**config.mk**
```make
export PLATFORM = sky130hd
export DESIGN_NAME = i2m_top
export DESIGN_NICKNAME = d
export VERILOG_FILES = /design/src/include/i2m_pkg.sv /design/src/include/i2m_line_if.sv /design/src/hdl/i2m_sense.sv /design/src/hdl/i2m_timer.sv /design/src/hdl/i2m_top.sv
export VERILOG_INCLUDE_DIRS = /design/src /design/src/include
export SDC_FILE = /design/constraint.sdc
export NUM_CORES = 1
export LEC_CHECK = 0
export BUFFER_PORTS_ARGS = -buffer_cell sky130_fd_sc_hd__buf_2
export CAP_MARGIN = 40
export CORE_ASPECT_RATIO = 1.5
export CORE_UTILIZATION = 52
export DETAILED_ROUTE_END_ITERATION = 8
export MAX_ROUTING_LAYER = met4
export PLACE_DENSITY = 0.86
export SKIP_CTS_REPAIR_TIMING = 1
export SLEW_MARGIN = 30
export SYNTH_ARGS = -nofsm -noshare
export SYNTH_HDL_FRONTEND = slang
export SYNTH_SLANG_ARGS = --single-unit
```
**constraint.sdc**
```tcl
create_clock -name core_clk_i -period 3.6 [get_ports core_clk_i]
set_clock_uncertainty 0.1 [all_clocks]
set_input_delay 0.72 -clock core_clk_i [delete_from_list [all_inputs] [get_ports core_clk_i]]
set_output_delay 0.72 -clock core_clk_i [all_outputs]
set_load 0.02 [all_outputs]
```
**src/include/i2m_defs.svh**
```systemverilog
// Constants of the I2C master acknowledge / stop block: offsets, fields, resets, timing.
// Assumes a 50 MHz core clock and a 32-bit classic Wishbone register bus.
//
// How it works
// RL1: After each address or data byte the master runs an acknowledge phase, SCL held low first.
// RL2: In that phase a receiving master puts its ack setting, or the end-count setting, on SDA.
// RL3: Software clears the ack setting for ACK and sets it before the phase for NACK.
// RL4: With the ack bit on SDA, SCL stays low one full SCL period and is then released.
// RL5: After release the master waits to see SCL high, then times another full period.
// RL6: When that second period ends the master pulls SCL low again.
// RL7: A Stop is issued by itself when a sequence ends with the byte counter at zero.
// RL8: A Stop begins with SCL kept low after the last byte and SDA pulled low.
// RL9: Half an SCL period later SCL is released and the master waits to see it high.
// RL10: Once SCL is seen high the master releases SDA so it rises with SCL high.
// RL11: SDA rising while SCL is high sets the stop-detected flag.
// RL12: The direction status bit holds the read/write bit of the last acknowledged address.
// RL13: Software returns the state machine to idle with the enable bit, status is read only.
// RL14: SCL and SDA are only pulled low or released, never driven high.
`ifndef I2M_DEFS_SVH
`define I2M_DEFS_SVH

// Register byte offsets
`define I2M_OFS_CTRL    8'h00
`define I2M_OFS_STATUS  8'h04
`define I2M_OFS_ADB0    8'h08
`define I2M_OFS_COUNT   8'h0C
`define I2M_OFS_TXDATA  8'h10
`define I2M_OFS_RXDATA  8'h14
`define I2M_OFS_PERIOD  8'h18
`define I2M_OFS_IRQ_ST  8'h1C
`define I2M_OFS_IRQ_MSK 8'h20

// Control fields
`define I2M_CTRL_EN      0
`define I2M_CTRL_GO      1
`define I2M_CTRL_ACKDAT  2
`define I2M_CTRL_ACKEND  3

// Module status fields
`define I2M_ST_BUSFREE   7
`define I2M_ST_SLVACT    6
`define I2M_ST_MSTACT    5
`define I2M_ST_READ      4
`define I2M_ST_DATA      3

// Interrupt status fields
`define I2M_IRQ_STOP     0
`define I2M_IRQ_BYTE     1
`define I2M_IRQ_NACK     2

// Reset values
`define I2M_RST_CTRL     8'h00
`define I2M_RST_STATUS   8'h00
`define I2M_RST_BYTE     8'h00

// Timing
`define I2M_CLK_NS        20
`define I2M_SCL_PERIOD_NS 10000
`define I2M_SCL_PERIOD_CYC ((`I2M_SCL_PERIOD_NS) / (`I2M_CLK_NS))

`endif

```
**src/include/i2m_pkg.sv**
```systemverilog
// Types shared by the I2C master block.
// Assumes nothing beyond a SystemVerilog tool.
package i2m_pkg;

  typedef enum logic [3:0]
  {
    I2M_IDLE,
    I2M_START,
    I2M_BLOW,
    I2M_BREL,
    I2M_BHIGH,
    I2M_ALOW,
    I2M_AREL,
    I2M_AHIGH,
    I2M_PLOW,
    I2M_PREL,
    I2M_PSDA
  } i2m_state_type;

endpackage
```
**src/include/i2m_line_if.sv**
```systemverilog
// Carrier between the core, its line sampler and its period timer.
// Assumes one core clock drives all three parties.
`timescale 1ns/10ps
interface i2m_line_if;
  logic        scl_s;
  logic        sda_s;
  logic        stop_p;
  logic        start_p;
  logic        tmr_load;
  logic [15:0] tmr_len;
  logic        tmr_done;

  modport sense (output scl_s, sda_s, stop_p, start_p);
  modport timer (input tmr_load, tmr_len, output tmr_done);
  modport core  (input scl_s, sda_s, stop_p, start_p, tmr_done, output tmr_load, tmr_len);
endinterface

```
**src/hdl/i2m_sense.sv**
```systemverilog
// Two-flop sampler of the SCL/SDA pins with Start and Stop detection.
// Assumes pins are asynchronous to core_clk_i.
`timescale 1ns/10ps
module i2m_sense
  import i2m_pkg::*;
(
  // Clock and reset
  input  wire logic core_clk_i,
  input  wire logic srst_i,
  // Pins
  input  wire logic scl_i,
  input  wire logic sda_i,
  // Toward the core
  i2m_line_if.sense line
);

  logic [1:0] meta_q;
  logic [1:0] sync_q;
  logic       sda_prev_q;

  // Second stage only is read by logic
  always_ff @(posedge core_clk_i)
  begin
    if (srst_i)
    begin
      meta_q     <= 2'h3;
      sync_q     <= 2'h3;
      sda_prev_q <= 1'b1;
    end
    else
    begin
      meta_q     <= {scl_i, sda_i};
      sync_q     <= meta_q;
      sda_prev_q <= sync_q[0];
    end
  end

  assign line.scl_s   = sync_q[1];
  assign line.sda_s   = sync_q[0];
  assign line.stop_p  = sync_q[1] & sync_q[0] & ~sda_prev_q;  // [RL11]
  assign line.start_p = sync_q[1] & ~sync_q[0] & sda_prev_q;

endmodule

```
**src/hdl/i2m_timer.sv**
```systemverilog
// Down counter timing SCL periods and half periods in core clocks.
// Assumes the core loads it on every state change.
`timescale 1ns/10ps
module i2m_timer
  import i2m_pkg::*;
(
  // Clock and reset
  input  wire logic core_clk_i,
  input  wire logic srst_i,
  // Toward the core
  i2m_line_if.timer line
);

  logic [15:0] cnt_q;

  always_ff @(posedge core_clk_i)
  begin
    if (srst_i)
      cnt_q <= 16'h0000;
    else if (line.tmr_load)
      cnt_q <= line.tmr_len - 16'h0001;
    else if (cnt_q != 16'h0000)
      cnt_q <= cnt_q - 16'h0001;
  end

  // Done must not look at the load, which itself follows from done
  assign line.tmr_done = cnt_q == 16'h0000;

endmodule

```
**src/hdl/i2m_top.sv**
```systemverilog
// I2C master byte engine: acknowledge phase, automatic Stop, status and interrupts.
// Assumes a classic Wishbone master on core_clk_i and pull-ups on SCL and SDA.
//
// The address map and the Wishbone slave port were left to the implementer.
`timescale 1ns/10ps
`include "i2m_defs.svh"
module i2m_top
  import i2m_pkg::*;
(
  // Clock and reset
  input  wire logic        core_clk_i,
  input  wire logic        srst_i,
  // Wishbone slave
  input  wire logic        wb_cyc_i,
  input  wire logic        wb_stb_i,
  input  wire logic        wb_we_i,
  input  wire logic [7:0]  wb_adr_i,
  input  wire logic [3:0]  wb_sel_i,
  input  wire logic [31:0] wb_dat_i,
  output logic      [31:0] wb_dat_o,
  output logic             wb_ack_o,
  // Interrupt
  output logic             irq_o,
  // I2C pins
  input  wire logic        scl_i,
  output logic             scl_o,
  output logic             scl_oe_o,
  input  wire logic        sda_i,
  output logic             sda_o,
  output logic             sda_oe_o
);

  i2m_line_if line ();

  i2m_sense u_sense
  (
    .core_clk_i (core_clk_i),
    .srst_i     (srst_i),
    .scl_i      (scl_i),
    .sda_i      (sda_i),
    .line       (line)
  );

  i2m_timer u_timer
  (
    .core_clk_i (core_clk_i),
    .srst_i     (srst_i),
    .line       (line)
  );

  // Registers
  logic [7:0]    ctrl_q;
  logic          go_q;
  logic [7:0]    adb0_q;
  logic [7:0]    count_q;
  logic [7:0]    txdata_q;
  logic [7:0]    rxdata_q;
  logic [15:0]   period_q;
  logic [2:0]    irq_st_q;
  logic [2:0]    irq_msk_q;
  logic          ack_q;
  logic [31:0]   rdata_q;
  logic          bus_free_q;
  logic          read_q;
  logic          data_q;

  // Engine state
  i2m_state_type state_q;
  i2m_state_type state_d;
  logic [7:0]    shift_q;
  logic [2:0]    bit_q;
  logic          addr_ph_q;
  logic          rx_q;
  logic          nack_q;

  // Bus decode
  logic          req;
  logic          wr_en;
  logic          wr_lo;
  logic          wr_hi;
  logic          hit_ctrl;
  logic          hit_adb0;
  logic          hit_count;
  logic          hit_tx;
  logic          hit_period;
  logic          hit_irq_st;
  logic          hit_irq_msk;
  logic [31:0]   rd_mux;
  logic [7:0]    status_w;

  assign req         = wb_cyc_i & wb_stb_i;
  assign wr_en       = req & wb_we_i & ack_q;
  assign wr_lo       = wr_en & wb_sel_i[0];
  assign wr_hi       = wr_en & wb_sel_i[1];
  assign hit_ctrl    = wb_adr_i == `I2M_OFS_CTRL;
  assign hit_adb0    = wb_adr_i == `I2M_OFS_ADB0;
  assign hit_count   = wb_adr_i == `I2M_OFS_COUNT;
  assign hit_tx      = wb_adr_i == `I2M_OFS_TXDATA;
  assign hit_period  = wb_adr_i == `I2M_OFS_PERIOD;
  assign hit_irq_st  = wb_adr_i == `I2M_OFS_IRQ_ST;
  assign hit_irq_msk = wb_adr_i == `I2M_OFS_IRQ_MSK;

  logic          enable;
  logic          mst_act;
  assign enable  = ctrl_q[`I2M_CTRL_EN];
  assign mst_act = state_q != I2M_IDLE;

  // Status is read only; no write path exists [RL13]
  assign status_w = {bus_free_q, 1'b0, mst_act, read_q, data_q, 3'h0};

  assign rd_mux =
    (wb_adr_i == `I2M_OFS_CTRL)    ? {24'h00_0000, ctrl_q} :
    (wb_adr_i == `I2M_OFS_STATUS)  ? {24'h00_0000, status_w} :
    (wb_adr_i == `I2M_OFS_ADB0)    ? {24'h00_0000, adb0_q} :
    (wb_adr_i == `I2M_OFS_COUNT)   ? {24'h00_0000, count_q} :
    (wb_adr_i == `I2M_OFS_TXDATA)  ? {24'h00_0000, txdata_q} :
    (wb_adr_i == `I2M_OFS_RXDATA)  ? {24'h00_0000, rxdata_q} :
    (wb_adr_i == `I2M_OFS_PERIOD)  ? {16'h0000, period_q} :
    (wb_adr_i == `I2M_OFS_IRQ_ST)  ? {29'h0000_0000, irq_st_q} :
    (wb_adr_i == `I2M_OFS_IRQ_MSK) ? {29'h0000_0000, irq_msk_q} :
    32'h0000_0000;

  // One wait state: ack in the cycle after the request, dropped the next
  always_ff @(posedge core_clk_i)
  begin
    if (srst_i)
    begin
      ack_q   <= 1'b0;
      rdata_q <= 32'h0000_0000;
    end
    else
    begin
      ack_q   <= req & ~ack_q;
      rdata_q <= rd_mux;
    end
  end

  assign wb_ack_o = ack_q;
  assign wb_dat_o = rdata_q;

  // Engine decisions
  logic          half_w;
  logic          last_w;
  logic          ackv_w;
  logic          drv_ack;
  logic [7:0]    cnt_next;
  logic          stop_now;
  logic          byte_end;
  logic          ack_end;
  logic [7:0]    shift_in;

  assign half_w   = (period_q[15:1] == 15'h0000) ? 1'b1 : 1'b0;
  assign last_w   = count_q == 8'h01;
  // Receiver answers with the setting software chose [RL2] [RL3]
  assign ackv_w   = last_w ? ctrl_q[`I2M_CTRL_ACKEND] : ctrl_q[`I2M_CTRL_ACKDAT];
  assign drv_ack  = rx_q & ~addr_ph_q & ~ackv_w;
  assign cnt_next = addr_ph_q ? count_q : count_q - 8'h01;
  assign shift_in = {shift_q[6:0], line.sda_s};
  assign byte_end = (state_q == I2M_BHIGH) & line.tmr_done & (bit_q == 3'h0);
  assign ack_end  = (state_q == I2M_AHIGH) & line.tmr_done;
  // Stop once the counter reaches zero or a sent byte is refused [RL7]
  assign stop_now = (cnt_next == 8'h00) | (~rx_q & line.sda_s) | (addr_ph_q & line.sda_s);

  always_comb
  begin
    state_d = state_q;
    unique case (state_q)
      I2M_IDLE:
        if (go_q & enable & line.scl_s & line.sda_s)
          state_d = I2M_START;
      I2M_START:
        if (line.tmr_done)
          state_d = I2M_BLOW;
      I2M_BLOW:
        if (line.tmr_done)
          state_d = I2M_BREL;
      I2M_BREL:
        if (line.scl_s)
          state_d = I2M_BHIGH;
      I2M_BHIGH:
        if (line.tmr_done)
          state_d = (bit_q == 3'h0) ? I2M_ALOW : I2M_BLOW;  // [RL1]
      I2M_ALOW:
        if (line.tmr_done)
          state_d = I2M_AREL;                              // [RL4]
      I2M_AREL:
        if (line.scl_s)
          state_d = I2M_AHIGH;                             // [RL5]
      I2M_AHIGH:
        if (line.tmr_done)
          state_d = stop_now ? I2M_PLOW : I2M_BLOW;        // [RL6] [RL7]
      I2M_PLOW:
        if (line.tmr_done)
          state_d = I2M_PREL;                              // [RL9]
      I2M_PREL:
        if (line.scl_s)
          state_d = I2M_PSDA;                              // [RL9]
      I2M_PSDA:
        if (line.tmr_done)
          state_d = I2M_IDLE;
    endcase
    if (!enable)
      state_d = I2M_IDLE;                                  // [RL13]
  end

  // Each phase restarts the timer; ack phases last a full period
  assign line.tmr_load = state_d != state_q;
  assign line.tmr_len  =
    (state_d == I2M_ALOW || state_d == I2M_AHIGH) ? period_q :
    half_w ? 16'h0001 : {1'b0, period_q[15:1]};

  always_ff @(posedge core_clk_i)
  begin
    if (srst_i)
      state_q <= I2M_IDLE;
    else
      state_q <= state_d;
  end

  // Byte engine datapath
  always_ff @(posedge core_clk_i)
  begin
    if (srst_i)
    begin
      shift_q   <= `I2M_RST_BYTE;
      bit_q     <= 3'h7;
      addr_ph_q <= 1'b0;
      rx_q      <= 1'b0;
      nack_q    <= 1'b0;
    end
    else if (state_q == I2M_IDLE)
    begin
      shift_q   <= adb0_q;
      bit_q     <= 3'h7;
      addr_ph_q <= 1'b1;
      rx_q      <= 1'b0;
      nack_q    <= 1'b0;
    end
    else if (state_q == I2M_BHIGH && line.tmr_done)
    begin
      shift_q <= shift_in;
      bit_q   <= bit_q - 3'h1;
    end
    else if (ack_end)
    begin
      nack_q    <= ~(rx_q & ~addr_ph_q) & line.sda_s;
      addr_ph_q <= 1'b0;
      if (addr_ph_q)
        rx_q <= adb0_q[0];
      // A receiver releases SDA by shifting ones out
      shift_q <= ((addr_ph_q & adb0_q[0]) | (rx_q & ~addr_ph_q)) ? 8'hFF : txdata_q;
    end
  end

  // Pins only pull low or float [RL14]
  logic scl_low;
  logic sda_low;
  assign scl_low =
    (state_q == I2M_BLOW) | (state_q == I2M_ALOW) | (state_q == I2M_PLOW);
  assign sda_low =
    ((state_q == I2M_BLOW || state_q == I2M_BREL || state_q == I2M_BHIGH) & ~shift_q[7]) |
    ((state_q == I2M_ALOW || state_q == I2M_AREL || state_q == I2M_AHIGH) & drv_ack) |
    (state_q == I2M_START) | (state_q == I2M_PLOW) | (state_q == I2M_PREL);  // [RL8] [RL10]

  logic scl_oe_q;
  logic sda_oe_q;
  always_ff @(posedge core_clk_i)
  begin
    if (srst_i)
    begin
      scl_oe_q <= 1'b0;
      sda_oe_q <= 1'b0;
    end
    else
    begin
      scl_oe_q <= scl_low;
      sda_oe_q <= (scl_low & ~scl_oe_q) ? sda_oe_q : sda_low;  // After SCL falls [RL1]
    end
  end

  assign scl_o    = 1'b0;  // [RL14]
  assign sda_o    = 1'b0;  // [RL14]
  assign scl_oe_o = scl_oe_q;
  assign sda_oe_o = sda_oe_q;

  // Software registers
  always_ff @(posedge core_clk_i)
  begin
    if (srst_i)
    begin
      ctrl_q    <= `I2M_RST_CTRL;
      adb0_q    <= `I2M_RST_BYTE;
      txdata_q  <= `I2M_RST_BYTE;
      period_q  <= 16'(`I2M_SCL_PERIOD_CYC);
      irq_msk_q <= 3'h0;
    end
    else
    begin
      if (wr_lo && hit_ctrl)
        ctrl_q <= wb_dat_i[7:0] & 8'h0D;
      if (wr_lo && hit_adb0)
        adb0_q <= wb_dat_i[7:0];
      if (wr_lo && hit_tx)
        txdata_q <= wb_dat_i[7:0];
      if (wr_lo && hit_period)
        period_q[7:0] <= wb_dat_i[7:0];
      if (wr_hi && hit_period)
        period_q[15:8] <= wb_dat_i[15:8];
      if (wr_lo && hit_irq_msk)
        irq_msk_q <= wb_dat_i[2:0];
    end
  end

  // Go request held until the engine takes it
  always_ff @(posedge core_clk_i)
  begin
    if (srst_i)
      go_q <= 1'b0;
    else if (wr_lo && hit_ctrl && wb_dat_i[`I2M_CTRL_GO])
      go_q <= 1'b1;
    else if (state_q == I2M_START || !enable)
      go_q <= 1'b0;
  end

  // Byte counter: written by software, counted down by data bytes
  always_ff @(posedge core_clk_i)
  begin
    if (srst_i)
      count_q <= `I2M_RST_BYTE;
    else if (ack_end && !addr_ph_q)
      count_q <= cnt_next;
    else if (wr_lo && hit_count)
      count_q <= wb_dat_i[7:0];
  end

  // Received byte and module status
  always_ff @(posedge core_clk_i)
  begin
    if (srst_i)
    begin
      rxdata_q   <= `I2M_RST_BYTE;
      read_q     <= 1'b0;
      data_q     <= 1'b0;
      bus_free_q <= 1'b1;
    end
    else
    begin
      if (byte_end && rx_q && !addr_ph_q)
        rxdata_q <= shift_in;
      if (ack_end)
        data_q <= ~addr_ph_q;
      if (ack_end && addr_ph_q && !line.sda_s)
        read_q <= adb0_q[0];                               // [RL12]
      if (line.start_p)
        bus_free_q <= 1'b0;
      else if (line.stop_p)
        bus_free_q <= 1'b1;
    end
  end

  // Sticky interrupt flags: hardware set wins over a write-one clear
  logic [2:0] irq_set;
  logic [2:0] irq_clr;
  assign irq_set[`I2M_IRQ_STOP] = line.stop_p;             // [RL11]
  assign irq_set[`I2M_IRQ_BYTE] = ack_end & ~addr_ph_q;
  assign irq_set[`I2M_IRQ_NACK] = ack_end & ~(rx_q & ~addr_ph_q) & line.sda_s;
  assign irq_clr = (wr_lo && hit_irq_st) ? wb_dat_i[2:0] : 3'h0;

  always_ff @(posedge core_clk_i)
  begin
    if (srst_i)
      irq_st_q <= 3'h0;
    else
      irq_st_q <= (irq_st_q & ~irq_clr) | irq_set;
  end

  assign irq_o = |(irq_st_q & irq_msk_q);

endmodule

```
=== Yosys cells after proc, flatten, opt, wreduce, memory -nomap -nowiden ===
Index checks and enable logic that the tools add are counted.
W data, S select, Z words.

* Add/sub/neg operators: 4
* Multiply operators: 0
* Div/mod/pow operators: 0
* Order comparisons: 0
* Equality and inequality tests: 23
* Shift-type cells: 0
* Muxes and demuxes: 45
* Bitwise operators: 50
* Reductions and logical operators: 46

{| class="wikitable"
|+ Operators with widths
! cell !! count
|-
| $mux W8 || 12
|-
| $mux W16 || 4
|-
| $mux W4 || 14
|-
| $pmux W4 S11 || 1
|-
| $eq A8 B5 Y1 const B || 4
|-
| $sub A16 B1 Y16 const B || 2
|-
| $and A1 B1 Y1 || 27
|-
| $eq A4 B3 Y1 const B || 6
|-
| $eq A8 B4 Y1 const B || 2
|-
| $logic_not A16 Y1 || 1
|-
| $logic_not A8 Y1 || 2
|-
| $reduce_bool A16 Y1 || 1
|-
| $logic_and A1 B1 Y1 || 15
|-
| $logic_not A15 Y1 || 1
|-
| $mux W15 || 1
|-
| $eq A4 B4 Y1 const B || 3
|-
| $mux W3 || 4
|-
| $not A1 Y1 || 10
|-
| $reduce_bool A2 Y1 || 5
|-
| $mux W1 || 9
|-
| $or A1 B1 Y1 || 9
|-
| $reduce_or A9 Y1 || 1
|-
| $eq A4 B2 Y1 const B || 2
|-
| $eq A8 B1 Y1 const B || 1
|-
| 21 further kinds || 31
|}

* Bits in registers: 134
* Latch bits: 0
* Memory bits (writable): 0
* Memory bits (read-only): 0
* Output and inout port bits: 38
* Memories kept: 0

=== Logic depth before layout (Yosys ltp) ===
* Word-level depth: 14
* Gate-level depth with buffers: 18
* Depth with buffers taken out: 16

=== By module ===
A second synthesis with hierarchy kept.

* Cell total of the unflattened synthesis: 753
* Area, all modules: 6,533.8 µm²

{| class="wikitable"
|+ By module, submodules not included
! module !! instances !! cells each !! area each (µm²) !! sequential area each (µm²)
|-
| i2m_top || 1 || 616 || 5,235.0 || 1,941.9
|-
| i2m_timer || 1 || 125 || 1,149.9 || 320.3
|-
| i2m_sense || 1 || 12 || 148.9 || 100.1
|}

=== Worst setup path before layout ===
No wires, ideal clock.

* Path type: reg-to-reg
* From: register u_timer.cnt_q[8]
* To: register u_timer.cnt_q[10]
* Library setup time: 59 ps
* Data arrival time: 3,730 ps
* Required time: 3,441 ps
* Setup slack: -289 ps
* Cell stages (with the launch flop): 16
* Buffers on the path: 4
* Period minus slack after synthesis: 3,889 ps
* Cells stage by stage: dfxtp_1 or4_1 buf_2 a2111oi_2 a211o_1 a21oi_1 nand2_1 clkbuf_1 clkbuf_1 clkbuf_1 o211ai_1 o21ai_0 ha_1 o211ai_1 or4_1 nand2_1

* Word-level cells in the longest chain between the ends: 9

{| class="wikitable"
|+ Ends and longest elaborated chain
! element !! line !! RTL
|-
| start: declaration || i2m_timer.sv:14 || <nowiki>logic [15:0] cnt_q;</nowiki>
|-
| start signal: assignment || i2m_timer.sv:21 || <nowiki>cnt_q <= line.tmr_len - 16'h0001;</nowiki>
|-
| start signal: assignment || i2m_timer.sv:23 || <nowiki>cnt_q <= cnt_q - 16'h0001;</nowiki>
|-
| $logic_not A16 Y1 || i2m_timer.sv:27 || <nowiki>assign line.tmr_done = cnt_q == 16'h0000;</nowiki>
|-
| $mux W4, or another cell as far along || i2m_top.sv:199 || <nowiki>if (line.tmr_done)</nowiki>
|-
| $pmux W4 S11 || i2m_top.sv:167 || <nowiki>unique case (state_q)</nowiki>
|-
| $mux W4 || i2m_top.sv:202 || <nowiki>if (!enable)</nowiki>
|-
| $eq A4 B3 Y1 || i2m_top.sv:209 || <nowiki>(state_d == I2M_ALOW || state_d == I2M_AHIGH) ? period_q :</nowiki>
|-
| $logic_or A1 B1 Y1 || i2m_top.sv:209 ||
|-
| $mux W16 || i2m_top.sv:209 ||
|-
| $sub A16 B1 Y16 || i2m_timer.sv:21 ||
|-
| $mux W16 || i2m_timer.sv:20 || <nowiki>else if (line.tmr_load)</nowiki>
|}

Parallel ways exist; a longest one is shown, timed or not. The select of a mux whose other input is x is not followed.
A chain may end at the register's enable or synchronous reset.

=== Worst setup path in the final report ===
* From: register u_timer.cnt_q[5]
* To: register u_timer.cnt_q[7]

The elaborated chain is that of the path after synthesis.

==> results.json <==
{
  "grt_pass1_vias": 6575,
  "grt_antenna_before_repair": 0,
  "initial_core_util_pct": 53.6,
  "ys_warn_count": 0,
  "tns_ns": 0,
  "grt_remaining_overflow": 0,
  "core.rowCount": 49,
  "p_leak_nw": 3.06,
  "layout_common_cells": "nand2_1 (121), dfxtp_1 (115), a21oi_1 (83), nor2_1 (82), buf_4 (67)",
  "htree_levels": 4,
  "max_slew_margin_pct": 44.0,
  "final_core_util_pct": 64.9,
  "yosysSeqAreaShare_pct": 36.6,
  "via_per_inst": 6.47,
  "first_pass_iters": 6,
  "status": "complete, no violations",
  "dp.cells": 1052,
  "via_count": 7054,
  "setup_viol": 0,
  "synth_ff_type": "dfxtp_1",
  "p_per_area_mw_per_mm2": 517,
  "drv_cap": 0,
  "drc": 0,
  "layout_setup_ws_ns": 0.0176,
  "cts_root_buf": "clkbuf_16",
  "clk_latency_ns": 0.42,
  "antenna_cells": 0,
  "drive_gt1_share_pct": 21.0,
  "worst_pin_slew_ns": 0.840,
  "cts_buffer_depth": 2,
  "final_common_cell": "nand2_1",
  "max_freq_mhz": 279,
  "ant_nets": 0,
  "period_share_pct": 99.5,
  "clkTransAtPathRegs_ns": 0.05,
  "fin_cells": 1091,
  "synth_cell_types": 75,
  "crit_path_end_kind": "flip-flop",
  "wl_um": 21000,
  "synth_area_sq_mm": 0.00645,
  "slew_viol_final": 0,
  "core_area_sq_mm": 0.0120,
  "synth-edff-count": 0,
  "post-place-ws_ns": -0.0121,
  "wl_per_cell_um": 19.2,
  "cp_data_arrival_time_ns": 3.83,
  "ys_seq_elements": 118,
  "die_height_um": 138,
  "cts_made_buffers": 17,
  "crit_required_ns": 3.85,
  "syn_inst": 842,
  "cts_tree": "built",
  "areaGrowthSynthToFinish_pct": 21.0,
  "die_area_sq_mm": 0.0129,
  "finalHoldViolCount": 0,
  "fillers": 991,
  "track_usage_pct": 32.7,
  "place_congestion": 1.02,
  "clock_sinks": 118,
  "io_buffers": 52,
  "grt_max_degree": 43,
  "min_period_ns": 3.58,
  "avgSynthCellArea_sq_um": 7.66,
  "drtIter0Drc": 783,
  "ir_worst_vdd_mv": 0.376,
  "dp_hpwl_um": 13900,
  "criticalPathCategory": "flip-flop to flip-flop",
  "hold_class": "flip-flop to flip-flop",
  "ys_async_sr_fraction_pct": 0,
  "die-width_um": 92.9,
  "layout.nets": 982,
  "timing.hold.ws_ns": 0.311,
  "ios": 89,
  "grt_pass1_wl_um": 32200,
  "cp_max_fo": 7,
  "reg2reg_setup_slack_ns": 0.02,
  "critPathLaunchType": "flip-flop"
}
stage by stage:
| step | total power [mW] | cell area, sq um |
|---|---|---|
| CTS | 3.88 | 7620 |
| finish | 4.03 | 7800 |
| global route | 4.17 | 7800 |
| detailed placement | 2.32 | 7080 |
| global placement | 2.30 | 7080 |
| floorplan | 2.06 | 6550 |
worst max-delay path: stages, from the launching register on:
cell and delay, ns:
dfxtp_1 0.36, nor3_1 0.32, nand4_1 0.22, buf_4 0.22, nor3_1 0.18, o32a_1 0.30, nand2_2 0.12, nor2_4 0.21
mux2i_2 0.15, o41a_1 0.55, buf_4 0.19, buf_4 0.12, or2_2 0.30, a21oi_1 0.15
layout make-up:
| type | instances | area [sq um] | share of cell area (%) |
|---|---|---|---|
| Clock buffer | 23 | 468 | 6.00 |
| Clock inverter | 8 | 76.3 | 0.979 |
| Inverter | 17 | 63.8 | 0.818 |
| Multi-Input combinational cell | 651 | 3840 | 49.3 |
| Sequential cell | 118 | 2370 | 30.3 |
| Tap cell | 153 | 191 | 2.45 |
| Timing Repair Buffer | 121 | 788 | 10.1 |
flip-flops by register name (all words and copies together) (netlist names), 2 cells and up:
| signal | flops |
|---|---|
| shift_q | 8 |
| irq_st_q | 3 |
| period_q | 16 |
| wb_dat_o | 16 |
| count_q | 8 |
| rxdata_q | 8 |
| adb0_q | 8 |
| irq_msk_q | 3 |
| u_sense.sync_q | 2 |
| ctrl_q | 3 |
| u_sense.meta_q | 2 |
| txdata_q | 8 |
| state_q | 4 |
| u_timer.cnt_q | 16 |
| bit_q | 3 |
where the power goes:
group	internal, mW	switching (mW)	leakage (nW)
clock	0.976	0.598	0.259
sequential	1.38	0.0714	0.957
combinational	0.432	0.573	1.84
total	2.79	1.24	3.06
worst paths after layout:
| kind | startpoint | end | depth (start not counted) |
|---|---|---|---|
| hold / removal | u_sense.meta_q[0]$_SDFF_PP1_ | u_sense.sync_q[0]$_SDFF_PP1_ | 1 |
| hold reg to reg | u_sense.meta_q[0]$_SDFF_PP1_ | u_sense.sync_q[0]$_SDFF_PP1_ | 1 |
| setup reg to reg | u_timer.cnt_q[5]$_SDFFE_PP0P_ | u_timer.cnt_q[7]$_SDFFE_PP0P_ | 13 |
| setup / recovery | u_timer.cnt_q[5]$_SDFFE_PP0P_ | u_timer.cnt_q[7]$_SDFFE_PP0P_ | 13 |
Yosys cell counts (all sizes together), types with 5 or more instances:
library cell | number | area share [%]
inv | 17 | 0.99
nand2b | 8 | 0.78
buf | 31 | 3.2
or4 | 8 | 0.99
dfxtp | 118 | 37
nor4 | 14 | 1.8
a22oi | 6 | 0.70
a21oi | 84 | 6.5
nor3 | 30 | 2.4
mux2i | 20 | 3.1
nand3 | 29 | 2.3
nor2b | 8 | 0.78
and2 | 20 | 1.9
clkbuf | 43 | 2.5
or2 | 9 | 0.87
a211oi | 10 | 1.2
nor2 | 84 | 5.0
ha | 5 | 0.97
a31oi | 16 | 1.6
o31ai | 8 | 0.93
and3 | 13 | 1.3
nand2 | 124 | 7.2
a221oi | 10 | 1.4
o21ai | 39 | 3.0
o211ai | 9 | 1.0
kinds of logic (layout without fill, tap and decap cells):
group | Yosys count | count (layout) | share of synthesized area, %
AOI/OAI and AO/OA | 230 | 231 | 23.4
adders and majority gates | 5 | 5 | 0.970
and+or+nand+nor | 367 | 367 | 27.7
DFF | 118 | 118 | 36.6
other | 1 | 18 | 0.0582
xor gates and xnor gates | 8 | 8 | 1.09
muxes | 22 | 22 | 3.45
buffers and inverters | 91 | 169 | 6.74
per-layer routing:
| layer | GRT usage (%) | routed length (um) |
|---|---|---|
| met2 | 52.9 | 10200 |
| met1 | 35.7 | 7290 |
| met4 | 21.7 | 1530 |
| met3 | 6.55 | 1990 |
| met5 | - | 0 |
No activity file was read; power rests on OpenSTA's default activity.
